File: src/rtl/cycle_seq_pkg.sv
// Shared types and constants of the machine-cycle sequencer
package cycle_seq_pkg;

  // Instructions that the sequencer knows how to walk through
  typedef enum logic [3:0] {
    instr_inc_dec_16                 = 4'h0,
    instr_inc_dec_index              = 4'h1,
    instr_inc_dec_indexed            = 4'h2,
    instr_in_immediate_port          = 4'h3,
    instr_in_register_port           = 4'h4,
    instr_page_zero_port_input       = 4'h5,
    instr_block_input_increment      = 4'h6,
    instr_block_input_decrement      = 4'h7,
    instr_repeat_block_input_increment = 4'h8,
    instr_repeat_block_input_decrement = 4'h9,
    instr_absolute_jump              = 4'ha,
    instr_cond_absolute_jump         = 4'hb,
    instr_jump_hl                    = 4'hc,
    instr_jump_index                 = 4'hd
  } instr_t;

  // Kind of machine cycle on the bus
  typedef enum logic [2:0] {
    cyc_none                = 3'h0,
    cyc_fetch_first         = 3'h1,
    cyc_fetch_second        = 3'h2,
    cyc_mem_read            = 3'h3,
    cyc_mem_write           = 3'h4,
    cyc_io_read             = 3'h5,
    cyc_internal_idle_state = 3'h6,
    cyc_end                 = 3'h7
  } cycle_t;

  // Source of the address lines
  typedef enum logic [2:0] {
    addr_pointer   = 3'h0,
    addr_indexed   = 3'h1,
    addr_bc        = 3'h2,
    addr_hl        = 3'h3,
    addr_port_acc  = 3'h4,
    addr_port_zero = 3'h5
  } addr_sel_t;

  localparam logic [1:0] T_FIRST       = 2'h0;
  localparam logic [1:0] T_LAST_BUS    = 2'h2;
  localparam logic [1:0] T_LAST_IDLE   = 2'h0;
  localparam logic [3:0] MC_FIRST      = 4'h0;
  localparam logic [3:0] MC_STEP       = 4'h1;
  localparam logic [15:0] PTR_STEP     = 16'h0001;
  localparam logic [7:0] PAGE_ZERO_HI  = 8'h00;
  localparam logic [15:0] ADDR_RESET   = 16'h0000;
  localparam logic [7:0] DATA_RESET    = 8'h00;

  // Strobe pattern {rd, wr, memory_request_n, io_request_n, fetch, halt, status}, all active low
  localparam logic [6:0] PAT_QUIET  = 7'h7f;
  localparam logic [6:0] PAT_FETCH1 = 7'h2a;
  localparam logic [6:0] PAT_FETCH2 = 7'h2b;
  localparam logic [6:0] PAT_MEMRD  = 7'h2f;
  localparam logic [6:0] PAT_MEMWR  = 7'h4f;
  localparam logic [6:0] PAT_IORD   = 7'h37;

endpackage : cycle_seq_pkg

File: src/rtl/bus_strobe_driver.sv
// Registered bus strobes and data-bus enable for one machine-cycle kind
`timescale 1ns/1ps
module bus_strobe_driver (
  input  wire logic                   mclk,
  input  wire logic                   rst_n,
  input  wire logic                   clk_en,
  input  wire cycle_seq_pkg::cycle_t  next_kind,
  output logic                        rd_n,
  output logic                        wr_n,
  output logic                        memory_request_n,
  output logic                        io_request_n,
  output logic                        opcode_fetch_indicator_n,
  output logic                        halt_n,
  output logic                        first_fetch_status_n,
  output logic                        data_oe
);

  function automatic logic [6:0] pattern_of(input cycle_seq_pkg::cycle_t kind);
    case (kind)
      cycle_seq_pkg::cyc_fetch_first:  pattern_of = cycle_seq_pkg::PAT_FETCH1;
      cycle_seq_pkg::cyc_fetch_second: pattern_of = cycle_seq_pkg::PAT_FETCH2;
      cycle_seq_pkg::cyc_mem_read:     pattern_of = cycle_seq_pkg::PAT_MEMRD;
      cycle_seq_pkg::cyc_mem_write:    pattern_of = cycle_seq_pkg::PAT_MEMWR;
      cycle_seq_pkg::cyc_io_read:      pattern_of = cycle_seq_pkg::PAT_IORD;
      default:                         pattern_of = cycle_seq_pkg::PAT_QUIET;
    endcase
  endfunction : pattern_of

  // Registered so the pins never glitch; halt is high in every pattern
  always_ff @(posedge mclk) begin
    if (!rst_n) begin
      {rd_n, wr_n, memory_request_n, io_request_n,
       opcode_fetch_indicator_n, halt_n, first_fetch_status_n} <= cycle_seq_pkg::PAT_QUIET;
    end else if (clk_en) begin
      {rd_n, wr_n, memory_request_n, io_request_n,
       opcode_fetch_indicator_n, halt_n, first_fetch_status_n} <= pattern_of(next_kind);
    end
  end

  // Data bus floats except while a write cycle drives it
  always_ff @(posedge mclk) begin
    if (!rst_n) begin
      data_oe <= 1'b0;
    end else if (clk_en) begin
      data_oe <= (next_kind == cycle_seq_pkg::cyc_mem_write);
    end
  end

endmodule : bus_strobe_driver

File: src/rtl/cpu_bus_cycle_sequencer.sv
// Machine-cycle sequencer: bus cycles, strobes and address per instruction
`timescale 1ns/1ps
module cpu_bus_cycle_sequencer (
  input  wire logic                   mclk,
  input  wire logic                   rst_n,
  input  wire logic                   clk_en,
  input  wire logic                   start,
  input  wire cycle_seq_pkg::instr_t  instr,
  input  wire logic                   cond_true,
  input  wire logic                   count_zero,
  input  wire logic [15:0]            pc,
  input  wire logic [7:0]             acc,
  input  wire logic [15:0]            bc,
  input  wire logic [15:0]            hl,
  input  wire logic [15:0]            index_base,
  input  wire logic [7:0]             displacement,
  input  wire logic [7:0]             port_byte,
  input  wire logic [7:0]             write_data,
  output logic                        ready,
  output logic                        done,
  output logic [15:0]                 addr,
  output logic [7:0]                  data_out,
  output logic                        data_oe,
  output logic                        rd_n,
  output logic                        wr_n,
  output logic                        memory_request_n,
  output logic                        io_request_n,
  output logic                        opcode_fetch_indicator_n,
  output logic                        halt_n,
  output logic                        first_fetch_status_n
);

  ////////////////////////////////////////////////////////////////////////////////
  // Cycle tables

  function automatic logic is_repeat(input cycle_seq_pkg::instr_t ins);
    is_repeat = (ins == cycle_seq_pkg::instr_repeat_block_input_increment) ||
                (ins == cycle_seq_pkg::instr_repeat_block_input_decrement);
  endfunction : is_repeat

  // Kind of machine cycle number mc (zero based); cyc_end past the last one
  function automatic cycle_seq_pkg::cycle_t cycle_of(
    input cycle_seq_pkg::instr_t ins,
    input logic [3:0]            mc,
    input logic                  cond,
    input logic                  zero
  );
    cycle_seq_pkg::cycle_t k;
    k = cycle_seq_pkg::cyc_end;
    if (mc == 4'h0) begin
      k = cycle_seq_pkg::cyc_fetch_first;
    end else begin
      case (ins)
        cycle_seq_pkg::instr_inc_dec_16: begin
          if (mc == 4'h1) k = cycle_seq_pkg::cyc_internal_idle_state;
        end
        cycle_seq_pkg::instr_inc_dec_index: begin
          if (mc == 4'h1) k = cycle_seq_pkg::cyc_fetch_second;
          if (mc == 4'h2) k = cycle_seq_pkg::cyc_internal_idle_state;
        end
        cycle_seq_pkg::instr_inc_dec_indexed: begin
          case (mc)
            4'h1:    k = cycle_seq_pkg::cyc_fetch_second;
            4'h2:    k = cycle_seq_pkg::cyc_mem_read;
            4'h3:    k = cycle_seq_pkg::cyc_internal_idle_state;
            4'h4:    k = cycle_seq_pkg::cyc_internal_idle_state;
            4'h5:    k = cycle_seq_pkg::cyc_mem_read;
            4'h6:    k = cycle_seq_pkg::cyc_internal_idle_state;
            4'h7:    k = cycle_seq_pkg::cyc_mem_write;
            default: k = cycle_seq_pkg::cyc_end;
          endcase
        end
        cycle_seq_pkg::instr_in_immediate_port: begin
          if (mc == 4'h1) k = cycle_seq_pkg::cyc_mem_read;
          if (mc == 4'h2) k = cycle_seq_pkg::cyc_io_read;
        end
        cycle_seq_pkg::instr_in_register_port: begin
          if (mc == 4'h1) k = cycle_seq_pkg::cyc_fetch_second;
          if (mc == 4'h2) k = cycle_seq_pkg::cyc_io_read;
        end
        cycle_seq_pkg::instr_page_zero_port_input: begin
          if (mc == 4'h1) k = cycle_seq_pkg::cyc_fetch_second;
          if (mc == 4'h2) k = cycle_seq_pkg::cyc_mem_read;
          if (mc == 4'h3) k = cycle_seq_pkg::cyc_io_read;
        end
        cycle_seq_pkg::instr_block_input_increment,
        cycle_seq_pkg::instr_block_input_decrement,
        cycle_seq_pkg::instr_repeat_block_input_increment,
        cycle_seq_pkg::instr_repeat_block_input_decrement: begin
          if (mc == 4'h1) k = cycle_seq_pkg::cyc_fetch_second;
          if (mc == 4'h2) k = cycle_seq_pkg::cyc_io_read;
          if (mc == 4'h3) k = cycle_seq_pkg::cyc_mem_write;
          if (is_repeat(ins) && !zero && (mc == 4'h4 || mc == 4'h5)) begin
            k = cycle_seq_pkg::cyc_internal_idle_state;
          end
        end
        cycle_seq_pkg::instr_absolute_jump: begin
          if (mc == 4'h1 || mc == 4'h2) k = cycle_seq_pkg::cyc_mem_read;
        end
        cycle_seq_pkg::instr_cond_absolute_jump: begin
          if (mc == 4'h1) k = cycle_seq_pkg::cyc_mem_read;
          if (mc == 4'h2 && cond) k = cycle_seq_pkg::cyc_mem_read;
        end
        cycle_seq_pkg::instr_jump_index: begin
          if (mc == 4'h1) k = cycle_seq_pkg::cyc_fetch_second;
        end
        default: k = cycle_seq_pkg::cyc_end;
      endcase
    end
    cycle_of = k;
  endfunction : cycle_of

  function automatic cycle_seq_pkg::addr_sel_t addr_of(
    input cycle_seq_pkg::instr_t ins,
    input cycle_seq_pkg::cycle_t kind,
    input logic [3:0]            mc
  );
    cycle_seq_pkg::addr_sel_t s;
    s = cycle_seq_pkg::addr_pointer;
    case (kind)
      cycle_seq_pkg::cyc_mem_read: begin
        if (ins == cycle_seq_pkg::instr_inc_dec_indexed && mc == 4'h5) begin
          s = cycle_seq_pkg::addr_indexed;
        end
      end
      cycle_seq_pkg::cyc_mem_write: begin
        s = (ins == cycle_seq_pkg::instr_inc_dec_indexed) ? cycle_seq_pkg::addr_indexed
                                                           : cycle_seq_pkg::addr_hl;
      end
      cycle_seq_pkg::cyc_io_read: begin
        if (ins == cycle_seq_pkg::instr_in_immediate_port) s = cycle_seq_pkg::addr_port_acc;
        else if (ins == cycle_seq_pkg::instr_page_zero_port_input) begin
          s = cycle_seq_pkg::addr_port_zero;
        end else s = cycle_seq_pkg::addr_bc;
      end
      default: s = cycle_seq_pkg::addr_pointer;
    endcase
    addr_of = s;
  endfunction : addr_of

  ////////////////////////////////////////////////////////////////////////////////
  // Sequencer state

  cycle_seq_pkg::cycle_t    cur_kind;
  cycle_seq_pkg::cycle_t    next_kind;
  cycle_seq_pkg::cycle_t    follow;
  cycle_seq_pkg::instr_t    cur_instr;
  cycle_seq_pkg::instr_t    next_instr;
  cycle_seq_pkg::addr_sel_t next_sel;
  logic [3:0]               mc;
  logic [3:0]               next_mc;
  logic [1:0]               t_state;
  logic [1:0]               next_t;
  logic [15:0]              ptr;
  logic [15:0]              next_ptr;
  logic [15:0]              start_pc;
  logic [15:0]              next_addr;
  logic                     cond_q;
  logic                     zero_q;
  logic                     busy;
  logic                     last;
  logic                     accept;
  logic                     again;
  logic                     ptr_bump;

  assign busy   = (cur_kind != cycle_seq_pkg::cyc_none);
  // Bus cycles run three clocks, idle states one
  assign last   = (cur_kind == cycle_seq_pkg::cyc_internal_idle_state) ?
                  (t_state == cycle_seq_pkg::T_LAST_IDLE) :
                  (t_state == cycle_seq_pkg::T_LAST_BUS);
  // Repeat decision waits for the count seen at the end of the write cycle
  assign follow = cycle_of(cur_instr, mc + cycle_seq_pkg::MC_STEP, cond_q,
                           (mc == 4'h3) ? count_zero : zero_q);
  assign again  = is_repeat(cur_instr) && !zero_q && (mc != 4'h3);
  assign done   = busy && last && (follow == cycle_seq_pkg::cyc_end) && !again;
  assign ready  = !busy || done;
  assign accept = start && ready;
  assign ptr_bump = last && ((cur_kind == cycle_seq_pkg::cyc_fetch_first) ||
                             (cur_kind == cycle_seq_pkg::cyc_fetch_second) ||
                             ((cur_kind == cycle_seq_pkg::cyc_mem_read) &&
                              (addr_of(cur_instr, cur_kind, mc) == cycle_seq_pkg::addr_pointer)));

  always_comb begin
    next_kind  = cur_kind;
    next_instr = cur_instr;
    next_mc    = mc;
    next_t     = t_state + 2'h1;
    next_ptr   = ptr_bump ? ptr + cycle_seq_pkg::PTR_STEP : ptr;
    if (busy && last) begin
      next_t  = cycle_seq_pkg::T_FIRST;
      next_mc = mc + cycle_seq_pkg::MC_STEP;
      if (follow != cycle_seq_pkg::cyc_end) begin
        next_kind = follow;
      end else if (again) begin
        // Re-run the whole instruction from its own address
        next_kind = cycle_seq_pkg::cyc_fetch_first;
        next_mc   = cycle_seq_pkg::MC_FIRST;
        next_ptr  = start_pc;
      end else begin
        next_kind = cycle_seq_pkg::cyc_none;
      end
    end
    if (!busy) begin
      next_t = cycle_seq_pkg::T_FIRST;
    end
    if (accept) begin
      next_kind  = cycle_seq_pkg::cyc_fetch_first;
      next_instr = instr;
      next_mc    = cycle_seq_pkg::MC_FIRST;
      next_t     = cycle_seq_pkg::T_FIRST;
      next_ptr   = pc;
    end
  end

  always_ff @(posedge mclk) begin
    if (!rst_n) begin
      cur_kind  <= cycle_seq_pkg::cyc_none;
      cur_instr <= cycle_seq_pkg::instr_inc_dec_16;
      mc        <= cycle_seq_pkg::MC_FIRST;
      t_state   <= cycle_seq_pkg::T_FIRST;
      ptr       <= cycle_seq_pkg::ADDR_RESET;
    end else if (clk_en) begin
      cur_kind  <= next_kind;
      cur_instr <= next_instr;
      mc        <= next_mc;
      t_state   <= next_t;
      ptr       <= next_ptr;
    end
  end

  // Per-instruction latches: start address, condition and the count test
  always_ff @(posedge mclk) begin
    if (!rst_n) begin
      start_pc <= cycle_seq_pkg::ADDR_RESET;
      cond_q   <= 1'b0;
      zero_q   <= 1'b1;
    end else if (clk_en) begin
      if (accept) begin
        start_pc <= pc;
        cond_q   <= cond_true;
        zero_q   <= 1'b1;
      end else if (busy && last && mc == 4'h3) begin
        zero_q <= count_zero;
      end
    end
  end

  ////////////////////////////////////////////////////////////////////////////////
  // Address and data outputs

  always_comb begin
    next_sel = addr_of(next_instr, next_kind, next_mc);
    case (next_sel)
      cycle_seq_pkg::addr_indexed:   next_addr = index_base + {{8{displacement[7]}}, displacement};
      cycle_seq_pkg::addr_bc:        next_addr = bc;
      cycle_seq_pkg::addr_hl:        next_addr = hl;
      cycle_seq_pkg::addr_port_acc:  next_addr = {acc, port_byte};
      cycle_seq_pkg::addr_port_zero: begin
        next_addr = {cycle_seq_pkg::PAGE_ZERO_HI, port_byte};
      end
      default:                       next_addr = next_ptr;
    endcase
  end

  // Idle states keep the last address; it carries no meaning then
  always_ff @(posedge mclk) begin
    if (!rst_n) begin
      addr <= cycle_seq_pkg::ADDR_RESET;
    end else if (clk_en && next_kind != cycle_seq_pkg::cyc_internal_idle_state &&
                 next_kind != cycle_seq_pkg::cyc_none) begin
      addr <= next_addr;
    end
  end

  always_ff @(posedge mclk) begin
    if (!rst_n) begin
      data_out <= cycle_seq_pkg::DATA_RESET;
    end else if (clk_en && next_kind == cycle_seq_pkg::cyc_mem_write) begin
      data_out <= write_data;
    end
  end

  bus_strobe_driver strobes (
    .mclk                     (mclk),
    .rst_n                    (rst_n),
    .clk_en                   (clk_en),
    .next_kind                (next_kind),
    .rd_n                     (rd_n),
    .wr_n                     (wr_n),
    .memory_request_n         (memory_request_n),
    .io_request_n             (io_request_n),
    .opcode_fetch_indicator_n (opcode_fetch_indicator_n),
    .halt_n                   (halt_n),
    .first_fetch_status_n     (first_fetch_status_n),
    .data_oe                  (data_oe)
  );
endmodule : cpu_bus_cycle_sequencer

File: config.mk
export PLATFORM = sky130hd
export DESIGN_NAME = cpu_bus_cycle_sequencer
export DESIGN_NICKNAME = d
export VERILOG_FILES = /design/src/rtl/cycle_seq_pkg.sv /design/src/rtl/bus_strobe_driver.sv /design/src/rtl/cpu_bus_cycle_sequencer.sv
export SDC_FILE = /design/constraint.sdc
export NUM_CORES = 1
export LEC_CHECK = 0
export BUFFER_PORTS_ARGS = -buffer_cell sky130_fd_sc_hd__buf_2
export CAP_MARGIN = 40
export CORE_MARGIN = 2
export CORE_UTILIZATION = 45
export CTS_BUF_LIST = sky130_fd_sc_hd__clkbuf_4 sky130_fd_sc_hd__clkbuf_8
export CTS_CLUSTER_SIZE = 30
export DETAILED_ROUTE_END_ITERATION = 8
export PLACE_DENSITY = 0.69
export SYNTH_ARGS = -nofsm -noshare
export SYNTH_HDL_FRONTEND = slang
export SYNTH_SLANG_ARGS = --single-unit
export TNS_END_PERCENT = 1
File: constraint.sdc
create_clock -name mclk -period 11.9 [get_ports mclk]
set_input_delay 0.595 -clock mclk [delete_from_list [all_inputs] [get_ports mclk]]
set_output_delay 0.595 -clock mclk [all_outputs]
set_load 0.1 [all_outputs]
; Yosys cells after proc, flatten, opt, wreduce, memory -nomap -nowiden
; Index checks and enable logic that the tools add are counted.
[op_classes]
add_sub_neg = 4
n_reduce_logical = 39
mux = 48
eq_ne = 46
[ops]
columns = operator, count
row1 = 16-bit two-way mux, 5
row2 = 16-bit one-hot mux with 5 select lines, 1
row3 = 3-bit two-way mux, 19
row4 = 4-bit by 3-bit == test with 1-bit output (second input constant), 11
row5 = 7-bit one-hot mux with 5 select lines, 1
row6 = 3-bit one-hot mux with 10 select lines, 1
row7 = 4-bit by 2-bit == test with 1-bit output (second input constant), 7
row8 = 3-bit == test (second input constant), 8
row9 = 4-bit == test (second input constant), 5
row10 = 4-bit two-way mux, 5
row11 = 3-bit by 2-bit == test with 1-bit output (second input constant), 6
row12 = 3-bit one-hot mux with 3 select lines, 2
row13 = 1-bit logical AND, 17
row14 = 16-bit by 1-bit adder with 16-bit output (second input constant), 1
row15 = 16-bit adder, 1
row16 = 3-bit one-hot mux with 4 select lines, 1
row17 = 2-bit two-way mux, 5
row18 = 3-bit by 1-bit == test with 1-bit output (second input constant), 3
row19 = 4-bit by 1-bit == test with 1-bit output (second input constant), 2
row20 = 4-bit logical NOT, 2
row21 = 1-bit two-way mux, 8
row22 = 1-bit logical OR, 6
row23 = 3-bit inequality test (second input constant), 2
row24 = 3-bit nonzero test, 2
row25 = other kinds (12), 16
[totals]
input_bits = 106
wordCells = 155
output_inout_bits = 34
regBits = 79

; Depth between registers and ports, before layout
; Gate-level depths: netlist of the first run.
[logic_depth]
depth_word = 20
depth_mapped = 18
depth_no_buf = 13

; Cells and area by module
; Synthesis of the first run repeated with hierarchy kept, for this count alone.
[hier_totals]
cells_unflattened = 749
area_unflattened_um2 = 5701.7
[by_module_without_submodules]
columns = mod, area_each_um2, instances, cells_per_inst
row1 = cpu_bus_cycle_sequencer, 5343.9, 1, 707
row2 = bus_strobe_driver, 357.8, 1, 42

; Least setup slack after synthesis of the first run
; Ideal clock, no wire load.
[synth_path]
kind = register to output
start = register mc[1]
end = output port done
arrival_ns = 4.140
required_ns = 11.305
slack_ns = 7.165
path_stages_with_launch = 11
cell_sequence = dfxtp_1 -> ha_1 -> buf_2 -> xor2_1 -> nor2_1 -> o2111a_1 -> nand4b_1 -> or4_1 -> clkbuf_1 -> nand2_1 -> nor3_1
[synth_via]
elab_chain_len = 11
[synth_lines]
columns = item, line_no
row1 = from (decl), cpu_bus_cycle_sequencer.sv:150  ; logic [3:0] mc;
row2 = from (signal assigned), cpu_bus_cycle_sequencer.sv:219  ; mc <= cycle_seq_pkg::MC_FIRST;
row3 = from (signal assigned), cpu_bus_cycle_sequencer.sv:225  ; mc <= next_mc;
row4 = 4-bit by 1-bit adder with 4-bit output / 4-bit by 2-bit == test with 1-bit output (equally long branches), "cpu_bus_cycle_sequencer.sv:172, cpu_bus_cycle_sequencer.sv:173"
row5 = 4-bit by 1-bit == test with 1-bit output / 1-bit two-way mux (equally long branches), n/a
row6 = 3-bit two-way mux / 1-bit logical NOT (equally long branches), n/a
row7 = 3-bit two-way mux / 1-bit logical AND (equally long branches), "cpu_bus_cycle_sequencer.sv:79, cpu_bus_cycle_sequencer.sv:93"
row8 = 3-bit two-way mux / 1-bit logical AND (equally long branches), "cpu_bus_cycle_sequencer.sv:92, cpu_bus_cycle_sequencer.sv:93"
row9 = 3-bit two-way mux, cpu_bus_cycle_sequencer.sv:93  ; if (is_repeat(ins) && !zero && (mc == 4'h4 || mc == 4'h5)) begin
row10 = 3-bit one-hot mux with 10 select lines, cpu_bus_cycle_sequencer.sv:53  ; case (ins)
row11 = 3-bit two-way mux, cpu_bus_cycle_sequencer.sv:50  ; if (mc == 4'h0) begin
row12 = 3-bit == test, cpu_bus_cycle_sequencer.sv:175  ; assign done = busy && last && (follow == cycle_seq_pkg::cyc_end) && !again;
row13 = 1-bit logical AND, cpu_bus_cycle_sequencer.sv:175
row14 = 1-bit logical AND (*), cpu_bus_cycle_sequencer.sv:175
row15 = to (decl), cpu_bus_cycle_sequencer.sv:20  ; output logic done,
; Every way passes the cells marked *; elsewhere a longest branch is shown, timed or not.

; Final worst setup path of the first run
[layout_path]
start = register mc[1]
end = register addr[0]
[layout_via]
elab_chain_len = 20
[layout_lines]
columns = item, line_no
row1 = 4-bit by 1-bit adder with 4-bit output / 4-bit by 2-bit == test with 1-bit output (equally long branches), "cpu_bus_cycle_sequencer.sv:172, cpu_bus_cycle_sequencer.sv:191, cpu_bus_cycle_sequencer.sv:173"
row2 = 4-bit by 1-bit == test with 1-bit output / 1-bit two-way mux (equally long branches), n/a
row3 = 3-bit two-way mux / 1-bit logical NOT (equally long branches), n/a
row4 = 3-bit two-way mux / 1-bit logical AND (equally long branches), "cpu_bus_cycle_sequencer.sv:79, cpu_bus_cycle_sequencer.sv:93"
row5 = 3-bit two-way mux / 1-bit logical AND (equally long branches), "cpu_bus_cycle_sequencer.sv:92, cpu_bus_cycle_sequencer.sv:93"
row6 = 3-bit two-way mux, cpu_bus_cycle_sequencer.sv:93
row7 = 3-bit one-hot mux with 10 select lines, cpu_bus_cycle_sequencer.sv:53
row8 = 3-bit two-way mux, cpu_bus_cycle_sequencer.sv:50
row9 = (+4 left out), n/a
row10 = 1-bit logical AND, cpu_bus_cycle_sequencer.sv:177  ; assign accept = start && ready;
row11 = 4-bit two-way mux, cpu_bus_cycle_sequencer.sv:206  ; if (accept) begin
row12 = 4-bit by 3-bit == test with 1-bit output (tied with other cells), cpu_bus_cycle_sequencer.sv:132  ; else if (ins == cycle_seq_pkg::instr_page_zero_port_input) begin
row13 = 3-bit two-way mux / 1-bit logical AND (equally long branches), "cpu_bus_cycle_sequencer.sv:132, cpu_bus_cycle_sequencer.sv:122"
row14 = 3-bit two-way mux / 1-bit two-way mux (equally long branches), "cpu_bus_cycle_sequencer.sv:131, cpu_bus_cycle_sequencer.sv:122"
row15 = 3-bit one-hot mux with 3 select lines, cpu_bus_cycle_sequencer.sv:120  ; case (kind)
row16 = 3-bit == test (tied with other cells), cpu_bus_cycle_sequencer.sv:253  ; case (next_sel)
row17 = 16-bit one-hot mux with 5 select lines, cpu_bus_cycle_sequencer.sv:253
row18 = to (signal assigned), cpu_bus_cycle_sequencer.sv:268  ; addr <= cycle_seq_pkg::ADDR_RESET;
row19 = to (signal assigned), cpu_bus_cycle_sequencer.sv:271  ; addr <= next_addr;
row20 = to (decl), cpu_bus_cycle_sequencer.sv:21  ; output logic [15:0] addr,
; Several ways; a longest one is shown, not always the timed one.
; A chain may end at the register's enable or synchronous reset.

==> results.cfg, run 1 <==
[detailed_routing]
ant_nets = 0
dr.pass1.iters = 7
drc = 0
vias = 6176
viasPerCell = 5.86
drt_iter0_markers = 592
routed_wl_mm = 18.1
wire_per_inst_microns = 17.2

[cts]
cts_resized = 0
clockBufferDepth = 2
cts_root_buf = clkbuf_8
clock_sinks = 78
clkLatencyLatePin_ps = 360
cts-buffers-inserted = 9
cts-htree-levels = 3
cts_setup_buffers = 0
cts_tree = done
hold_buffers = 0
cts.clk_slew.worst_paths_ps = 80

[setup_path]
cp.arrival_ps = 5370
cp-start-kind = flop
max_stage_delay_ps = 690
critPathMaxFanout = 15
critPathKind = flop to flop
r2r_slack_ps = 6750
path_cells = ha_1, and2_1, a21oi_2, o21ai_0, a21oi_1, or4_1, a21o_1, a211oi_1, nand4_1, o21a_1, a222oi_1, o221ai_1
worst-path-buf-inv = 0
endpoint_kind = flop
cp_slowest_cell = or4_1
required_ps = 12130
crit_family = compound AO/OA/AOI/OAI gates

[placed_design]
dp_hpwl_mm = 13.8
place.gp.congestion = 0.940
port_buffers = 138

[synthesis]
synth_area_per_cell_sq_um = 7.52
yosysWarnings = 0
synth-main-ff-cell = dfxtp_1
ys_ff_latch = 78
seq_area_frac_synth_pct = 26.9
synth_enable_flop_cells = 0
syn_inst = 772
synth.cell_area_sq_um = 5810
synth_nets = 902
synthArstFlopShare_pct = 0
synth_cell_types = 80

[floorplanning]
dieHeight_microns = 118
core_region_area_sq_um = 12600
ios = 140
die_w_microns = 118
dieArea_sq_um = 13800
start_util_pct = 46.0
rows = 41

[final_layout]
nFillCells = 1316
layout.nets = 1008
diodes = 0
most-common-layout-cells = buf_2, nand2_1, nor2_1, dfxtp_1, a21oi_1
final_common_cell = buf_2
syn_to_final_growth_pct = 16.6
layout-drive-gt1-share_pct = 20.7

[power]
p_leak_uw = 0.00277
ir_drop_mv = 0.0562
power_density_nw_per_um2 = 112

[global_route]
grt_pass1_wl_mm = 29.2
antenna_found_initial = 0
grt_start_max_net_pins = 56
grt-ovfl-total = 0
grt_pass1_vias = 5702
grt_usage_pct = 25.7

[min_path]
hold_class = flop to flop

[sta]
hold_violations = 0
max_freq_mhz = 194
period_share_pct = 43.2
finalSetupViolCount = 0
rsz0062_at_grt = false
timing.hold.ws_ps = 460
tightest_slew_ps = 841
max_slew_margin_pct = 43.1
layout_min_cycle_time_ps = 5150
fin_tns_setup_ps = 0
finalClockSkew_ps = 10.1
drv_slew = 0

[status]
status = completed

[job]
drv_cap = 0
registers in the layout (all words and copies together) (netlist names), 2 cells and up:
name	cells
data_out	8
start_pc	16
cur_kind	3
ptr	16
t_state	2
cur_instr	4
addr	16
mc	4
layer usage:
layer | wire (microns) | share of wire [%] | track usage (%) | up-vias
li1 | - | - | - | 3050
met1 | 8250 | 46 | 35.2 | 2832
met5 | 0 | 0 | 0 | -
met4 | 454 | 2.5 | 10.1 | 0
met2 | 8070 | 45 | 40.2 | 265
met3 | 1300 | 7.2 | 4.51 | 29
report_power, final:
group | switching [uW] | internal (uW) | total [uW]
registers | 15.7 | 277 | 292
clock network | 98.0 | 128 | 226
logic | 162 | 77.7 | 240
total | 276 | 482 | 758
cell type report:
| class | instances | area [sq um] | share of cell area, % |
|---|---|---|---|
| multi-input cells | 627 | 3960 | 58.5 |
| flip-flops and latches | 78 | 1560 | 23.1 |
| repair buffers | 145 | 748 | 11.0 |
| well taps | 172 | 215 | 3.18 |
| clock buffers | 12 | 153 | 2.25 |
| clock inverters | 3 | 68.8 | 1.02 |
| inverters | 17 | 63.8 | 0.942 |
stage by stage:
step / utilization, % / setup WS [ps] / instances / cell area, sq um / power (uW)
floorplan: - / 7160 / 772 / 5810 / 473
global placement: 51.7 / 6920 / 1036 / 6520 / 534
detailed placement: 51.9 / 6890 / 1039 / 6550 / 535
CTS: 53.7 / 6900 / 1054 / 6770 / 761
global route: 53.7 / 6430 / 1054 / 6770 / 795
finish: 53.7 / 6750 / 1054 / 6770 / 758
synth_stat cells (3+ instances only):
cell      count  share of area, %
nor2_1       81               5.2
a21o_1        6              0.78
clkbuf_1     32               2.1
inv_1        15              0.97
nor3b_1       3              0.39
and3_1       10               1.1
nand4_1       8              0.86
nor3_1       24               2.1
a31oi_1      11               1.2
a32o_1        6               1.0
nand2_1     119               7.7
a22o_1        7               1.1
nand3_1      29               2.5
xnor2_1      19               2.9
o22ai_1       3              0.32
ha_1         23               5.0
xor2_1       14               2.1
buf_1         6              0.39
a22oi_1       7              0.90
o21ai_0      26               2.2
nand2b_1      7              0.75
o21a_1        7              0.90
mux2i_1      13               2.2
nor4_1        3              0.32
buf_6         3              0.58
o211ai_1      9               1.2
o31ai_1       4              0.52
o21ai_1       7              0.60
o221ai_1      5              0.75
mux2_2        8               1.6
dfxtp_1      78                27
nand3b_1      4              0.52
a21oi_1      60               5.2
buf_2         8              0.69
a211oi_1     30               3.9
or3_1         4              0.43
and2_1        5              0.54
a211o_1       4              0.60
a222oi_1     12               2.1
nor2b_1       4              0.43
worst min-delay path, cell delays in order, from the launching register on:
cell and delay [ps]:
dfxtp_1 310, nand2_1 50, a21oi_1 50
cell families after synthesis:
logic type,synth area share (%)
buf+inv,4.96
xor+xnor,4.98
flops,26.9
compound gates,28.0
other cells,0.0646
simple gates,26.0
fa+ha+maj,5.30
mux,3.79
final timing paths:
kind / end / from / cells after the start
hold / removal: cond_q / cond_q / 2
hold reg to reg: cond_q / cond_q / 2
setup / recovery: addr[0] / mc[1] / 12
setup reg to reg: addr[0] / mc[1] / 12
Note: power is estimated with default switching activity, not from simulation.
==> run 2: changes to the inputs <==
PLACE_DENSITY = 0.72   (was 0.69)
clock period = 4.5 ns   (was 11.9 ns; I/O delays follow)
==> run 2 against run 1 <==
Fmax increased by 21%. Sequential power increased to 2.6 times the previous value. Worst setup slack got worse by 6500 ps. Sequential share of layout area decreased by 0.62 points. Worst hold slack got worse by 370 ps. Critical endpoint is now addr[7]. Power increased to 2.7 times the previous value. Die area unchanged. Largest cell class unchanged. Cell area increased by 2.8%. Core utilization increased by 1.5 points. Largest power group unchanged.
==> results.cfg, run 2 (same netlist as run 1, synthesis figures left out) <==
[sta]
period_share_pct = 94.3
drv_slew = 0
rsz0062_at_grt = false
fin_tns_setup_ps = 0
finalClockSkew_ps = 20.3
max_slew_margin_pct = 56.4
tightest_slew_ps = 646
setup_ws_ps = 257
layout_min_cycle_time_ps = 4240
hold_violations = 0
timing.hold.ws_ps = 88.2
max_freq_mhz = 236
finalSetupViolCount = 0

[min_path]
hold_class = primary input to flop
holdPathStages = 3
hold_start = write_data[7]
whs_endpoint = data_out[7]

[detailed_routing]
ant_nets = 0
viasPerCell = 5.90
drt_iter0_markers = 535
vias = 6330
drc = 0
routed_wl_mm = 18.2
dr.pass1.iters = 7
wire_per_inst_microns = 17.0

[setup_path]
endpoint_kind = flop
r2r_end = addr[7]
reg2regPathDepth = 12
required_ps = 4760
critPathKind = flop to flop
critPathMaxFanout = 10
r2r-start = mc[0]
cp.arrival_ps = 4500
r2r_slack_ps = 260
cp-start-kind = flop

[cts]
cts-htree-levels = 3
cts.clk_slew.worst_paths_ps = 90
hold_buffers = 0
cts_resized = 0
clkLatencyLatePin_ps = 370
cts-buffers-inserted = 9
cts_tree = done
cts_root_buf = clkbuf_8
clockBufferDepth = 2
cts_setup_buffers = 0
clock_sinks = 78

[floorplanning]
die_w_microns = 118
start_util_pct = 46.0
ios = 140
core_region_area_sq_um = 12600
dieArea_sq_um = 13800
dieHeight_microns = 118
rows = 41

[placed_design]
port_buffers = 138
placed_cell_area_sq_um = 6720
dp_hpwl_mm = 13.9
dp_worst_setup_slack_ps = 67.3
place.gp.congestion = 0.930

[global_route]
grt_pass1_wl_mm = 30.1
grt_pass1_vias = 5945
grt_start_max_net_pins = 57
grt_usage_pct = 26.4
grt-ovfl-total = 0
antenna_found_initial = 0

[power]
power_density_nw_per_um2 = 294
ir_drop_mv = 0.124
p_leak_uw = 0.00287

[final_layout]
layout.nets = 1026
layout-drive-gt1-share_pct = 23.1
largestRegisters = addr x16, ptr x16, start_pc x16
final_common_cell = buf_2
final_util_pct = 55.2
fin_area_sq_um = 6970
diodes = 0
most-common-layout-cells = buf_2, nand2_1, nor2_1, dfxtp_1, a21oi_1
syn_to_final_growth_pct = 20.0

[job]
drv_cap = 0

[status]
status = completed
[run 2: cell types whose count changed in the layout (fill, tap and decap cells not counted), sizes merged]
cell and change:
clkbuf -2, buf +18, clkinv +1, inv +1, clkinvlp +1
[run 2: power by group]
group          internal, uW  switching (uW)
clock                   323             301
combinational           222             439
sequential              731            35.4
[run 2: how the worst max path moves through the flow]
stage / startpoint / cells after the start / to
global route: mc[0] / 12 / addr[1]
floorplan: mc[1] / 10 / done
global placement: mc[0] / 12 / addr[1]
CTS: mc[0] / 12 / addr[1]
detailed placement: mc[0] / 12 / addr[3]
finish: mc[0] / 12 / addr[7]
[run 2: worst max-delay path, cell delays in order, from the launching register on]
cell and delay (ps):
dfxtp_2 380, ha_2 270, and2_1 260, a21o_1 220, a21boi_1 320, o21ai_0 280, a211o_1 340, or4b_1 660
a32oi_4 460, mux2_2 390, a22oi_1 240, o21ai_1 110, a22o_1 180
[run 2: area by class of cell]
type / instances / area (sq um)
Clock buffer: 10 / 131
Clock inverter: 6 / 93.8
Fill cell: 1249 / 5650
Inverter: 17 / 63.8
Multi-Input combinational cell: 627 / 3980
Sequential cell: 78 / 1560
Tap cell: 172 / 215
Timing Repair Buffer: 163 / 916
[run 2: metal layers]
metal | vias up | wire [microns] | GRT usage, %
met2 | 305 | 7990 | 41.6
met5 | - | 0 | 0
li1 | 3091 | - | -
met4 | 0 | 370 | 8.13
met1 | 2906 | 8320 | 36.5
met3 | 28 | 1550 | 5.28
[run 2: metrics by stage]
| stage | power [uW] | std cells |
|---|---|---|
| 3_5_place_dp | 1430 | 1057 |
| 6_report | 2050 | 1073 |
| 4_1_cts | 2050 | 1073 |
| 2_1_floorplan | 1250 | 772 |
| 3_3_place_gp | 1430 | 1057 |
| 5_1_grt | 2150 | 1073 |
==> run 3: changes to the inputs <==
SETUP_SLACK_MARGIN = 0.4   (was unset)
==> run 3 against run 2 <==
Sequential share of layout area down 0.41 points. Worst hold slack better by 0.54 ps. Die area unchanged. Cell count up 1.1%. Clock skew down 4.7 ps. Via count up 1.4%. Worst setup slack better by 280 ps. Critical path depth up 4. Sequential cell count unchanged. Highest routed layer unchanged.
==> results.cfg, run 3 (same netlist as run 1, synthesis figures left out) <==
[status]
status = completed

[power]
p_leak_uw = 0.00292
power_density_nw_per_um2 = 283
ir_drop_mv = 0.159

[setup_path]
reg2regPathDepth = 16
required_ps = 4760
critPathMaxFanout = 10
cp_slowest_cell = or4b_4
critPathKind = flop to flop
worst-path-buf-inv = 5
cp-start-kind = flop
path_cells = buf_4, inv_1, ha_2, inv_1, a41oi_2, a211oi_1, buf_4, o211a_1, a211o_1, or4b_4, a32oi_4, buf_12, mux2_2, a22oi_1, o21ai_1, a22o_1
cp.depth = 16
cp.arrival_ps = 4230
endpoint_kind = flop
crit_family = compound AO/OA/AOI/OAI gates
max_stage_delay_ps = 600

[floorplanning]
ios = 140
start_util_pct = 46.0
dieArea_sq_um = 13800
die_w_microns = 118
core_region_area_sq_um = 12600
rows = 41
dieHeight_microns = 118

[min_path]
hold_class = primary input to flop
holdPathStages = 3

[sta]
fin_tns_setup_ps = 0
max_slew_margin_pct = 48.2
setup_ws_ps = 535
finalClockSkew_ps = 15.6
max_freq_mhz = 252
drv_slew = 0
hold_violations = 0
rsz0062_at_grt = false
finalSetupViolCount = 0
period_share_pct = 88.1
tightest_slew_ps = 767
layout_min_cycle_time_ps = 3970

[final_layout]
layout-drive-gt1-share_pct = 25.5
fin_cells = 1085
syn_to_final_growth_pct = 22.5
final_common_cell = buf_2
diodes = 0
regArea_sq_um = 1570
nFillCells = 1235
multi_input_area_sq_um = 4050
most-common-layout-cells = buf_2, nand2_1, nor2_1, dfxtp_1, a21oi_1
largestRegisters = addr x16, ptr x16, start_pc x16
layout.nets = 1038

[detailed_routing]
vias = 6419
dr.pass1.iters = 8
drc = 0
routed_wl_mm = 18.8
wire_per_inst_microns = 17.4
ant_nets = 0
drt_iter0_markers = 570
viasPerCell = 5.92

[placed_design]
place.gp.congestion = 0.928
dp_hpwl_mm = 14.4
dp_worst_setup_slack_ps = 97.2
port_buffers = 138
dpl.cell_count = 1065

[global_route]
antenna_found_initial = 0
grt_start_max_net_pins = 57
grt_usage_pct = 26.4
grt_pass1_vias = 5914
grt-ovfl-total = 0
grt_pass1_wl_mm = 29.8

[cts]
clock_sinks = 78
clockBufferDepth = 2
cts.clk_slew.worst_paths_ps = 90
cts-htree-levels = 3
cts_root_buf = clkbuf_8
cts-buffers-inserted = 9
clkLatencyLatePin_ps = 370
cts_tree = done

[job]
drv_cap = 0
[run 3: worst register-to-register path: stages (launching register included)]
cell	delay (ps)
dfxtp_1	350
buf_4	180
inv_1	90
ha_2	270
inv_1	140
a41oi_2	170
a211oi_1	70
buf_4	170
o211a_1	150
a211o_1	370
or4b_4	600
a32oi_4	240
buf_12	170
mux2_2	350
a22oi_1	200
o21ai_1	150
a22o_1	200
[run 3: per-layer routing]
metal / global-route usage [%] / wire length (microns) / up-vias
li1: - / - / 3115
met1: 35.5 / 8280 / 2948
met2: 42.3 / 8420 / 316
met3: 5.91 / 1710 / 40
met4: 8.36 / 424 / 0
met5: 0 / 0 / -
[run 3: cell type report]
cell class                      count  share of cell area [%]
Sequential cell                    78                    22.0
Multi-Input combinational cell    627                    57.0
Clock inverter                      5                   0.897
Inverter                           17                   0.897
Timing Repair Buffer              175                    14.1
Tap cell                          172                    3.03
Clock buffer                       11                    2.04
[run 3: repair_timing]
action / CTS / global route
resized for setup: 7 / 15
buffers inserted: 1 / 3
pin swaps: 1 / 3
endpoints found under the setup margin: 24 / 33
hold buffers: 0 / 0
[run 3: metrics by stage]
stage | power (uW) | hold slack [ps] | utilization, % | area, sq um
global route | 2110 | 87.5 | 56.3 | 7110
floorplan | 1250 | 361 | - | 5810
global placement | 1430 | 441 | 53.7 | 6770
finish | 2010 | 88.7 | 56.3 | 7110
CTS | 2010 | 84.8 | 55.6 | 7020
detailed placement | 1440 | 446 | 53.7 | 6770
[run 3: report_power, final]
part | total, uW | switching, uW | internal, uW | leakage (uW)
logic | 672 | 446 | 226 | 0.00218
clock network | 576 | 292 | 284 | 0.000104
registers | 764 | 33.3 | 731 | 0.000638
total | 2010 | 771 | 1240 | 0.00292
[run 3: final timing paths]
path,startpoint,end,slack (ps)
max reg2reg,mc[1],addr[5],530
min,write_data[5],data_out[5],90
max,mc[1],addr[5],530
min reg2reg,addr[14],addr[14],460
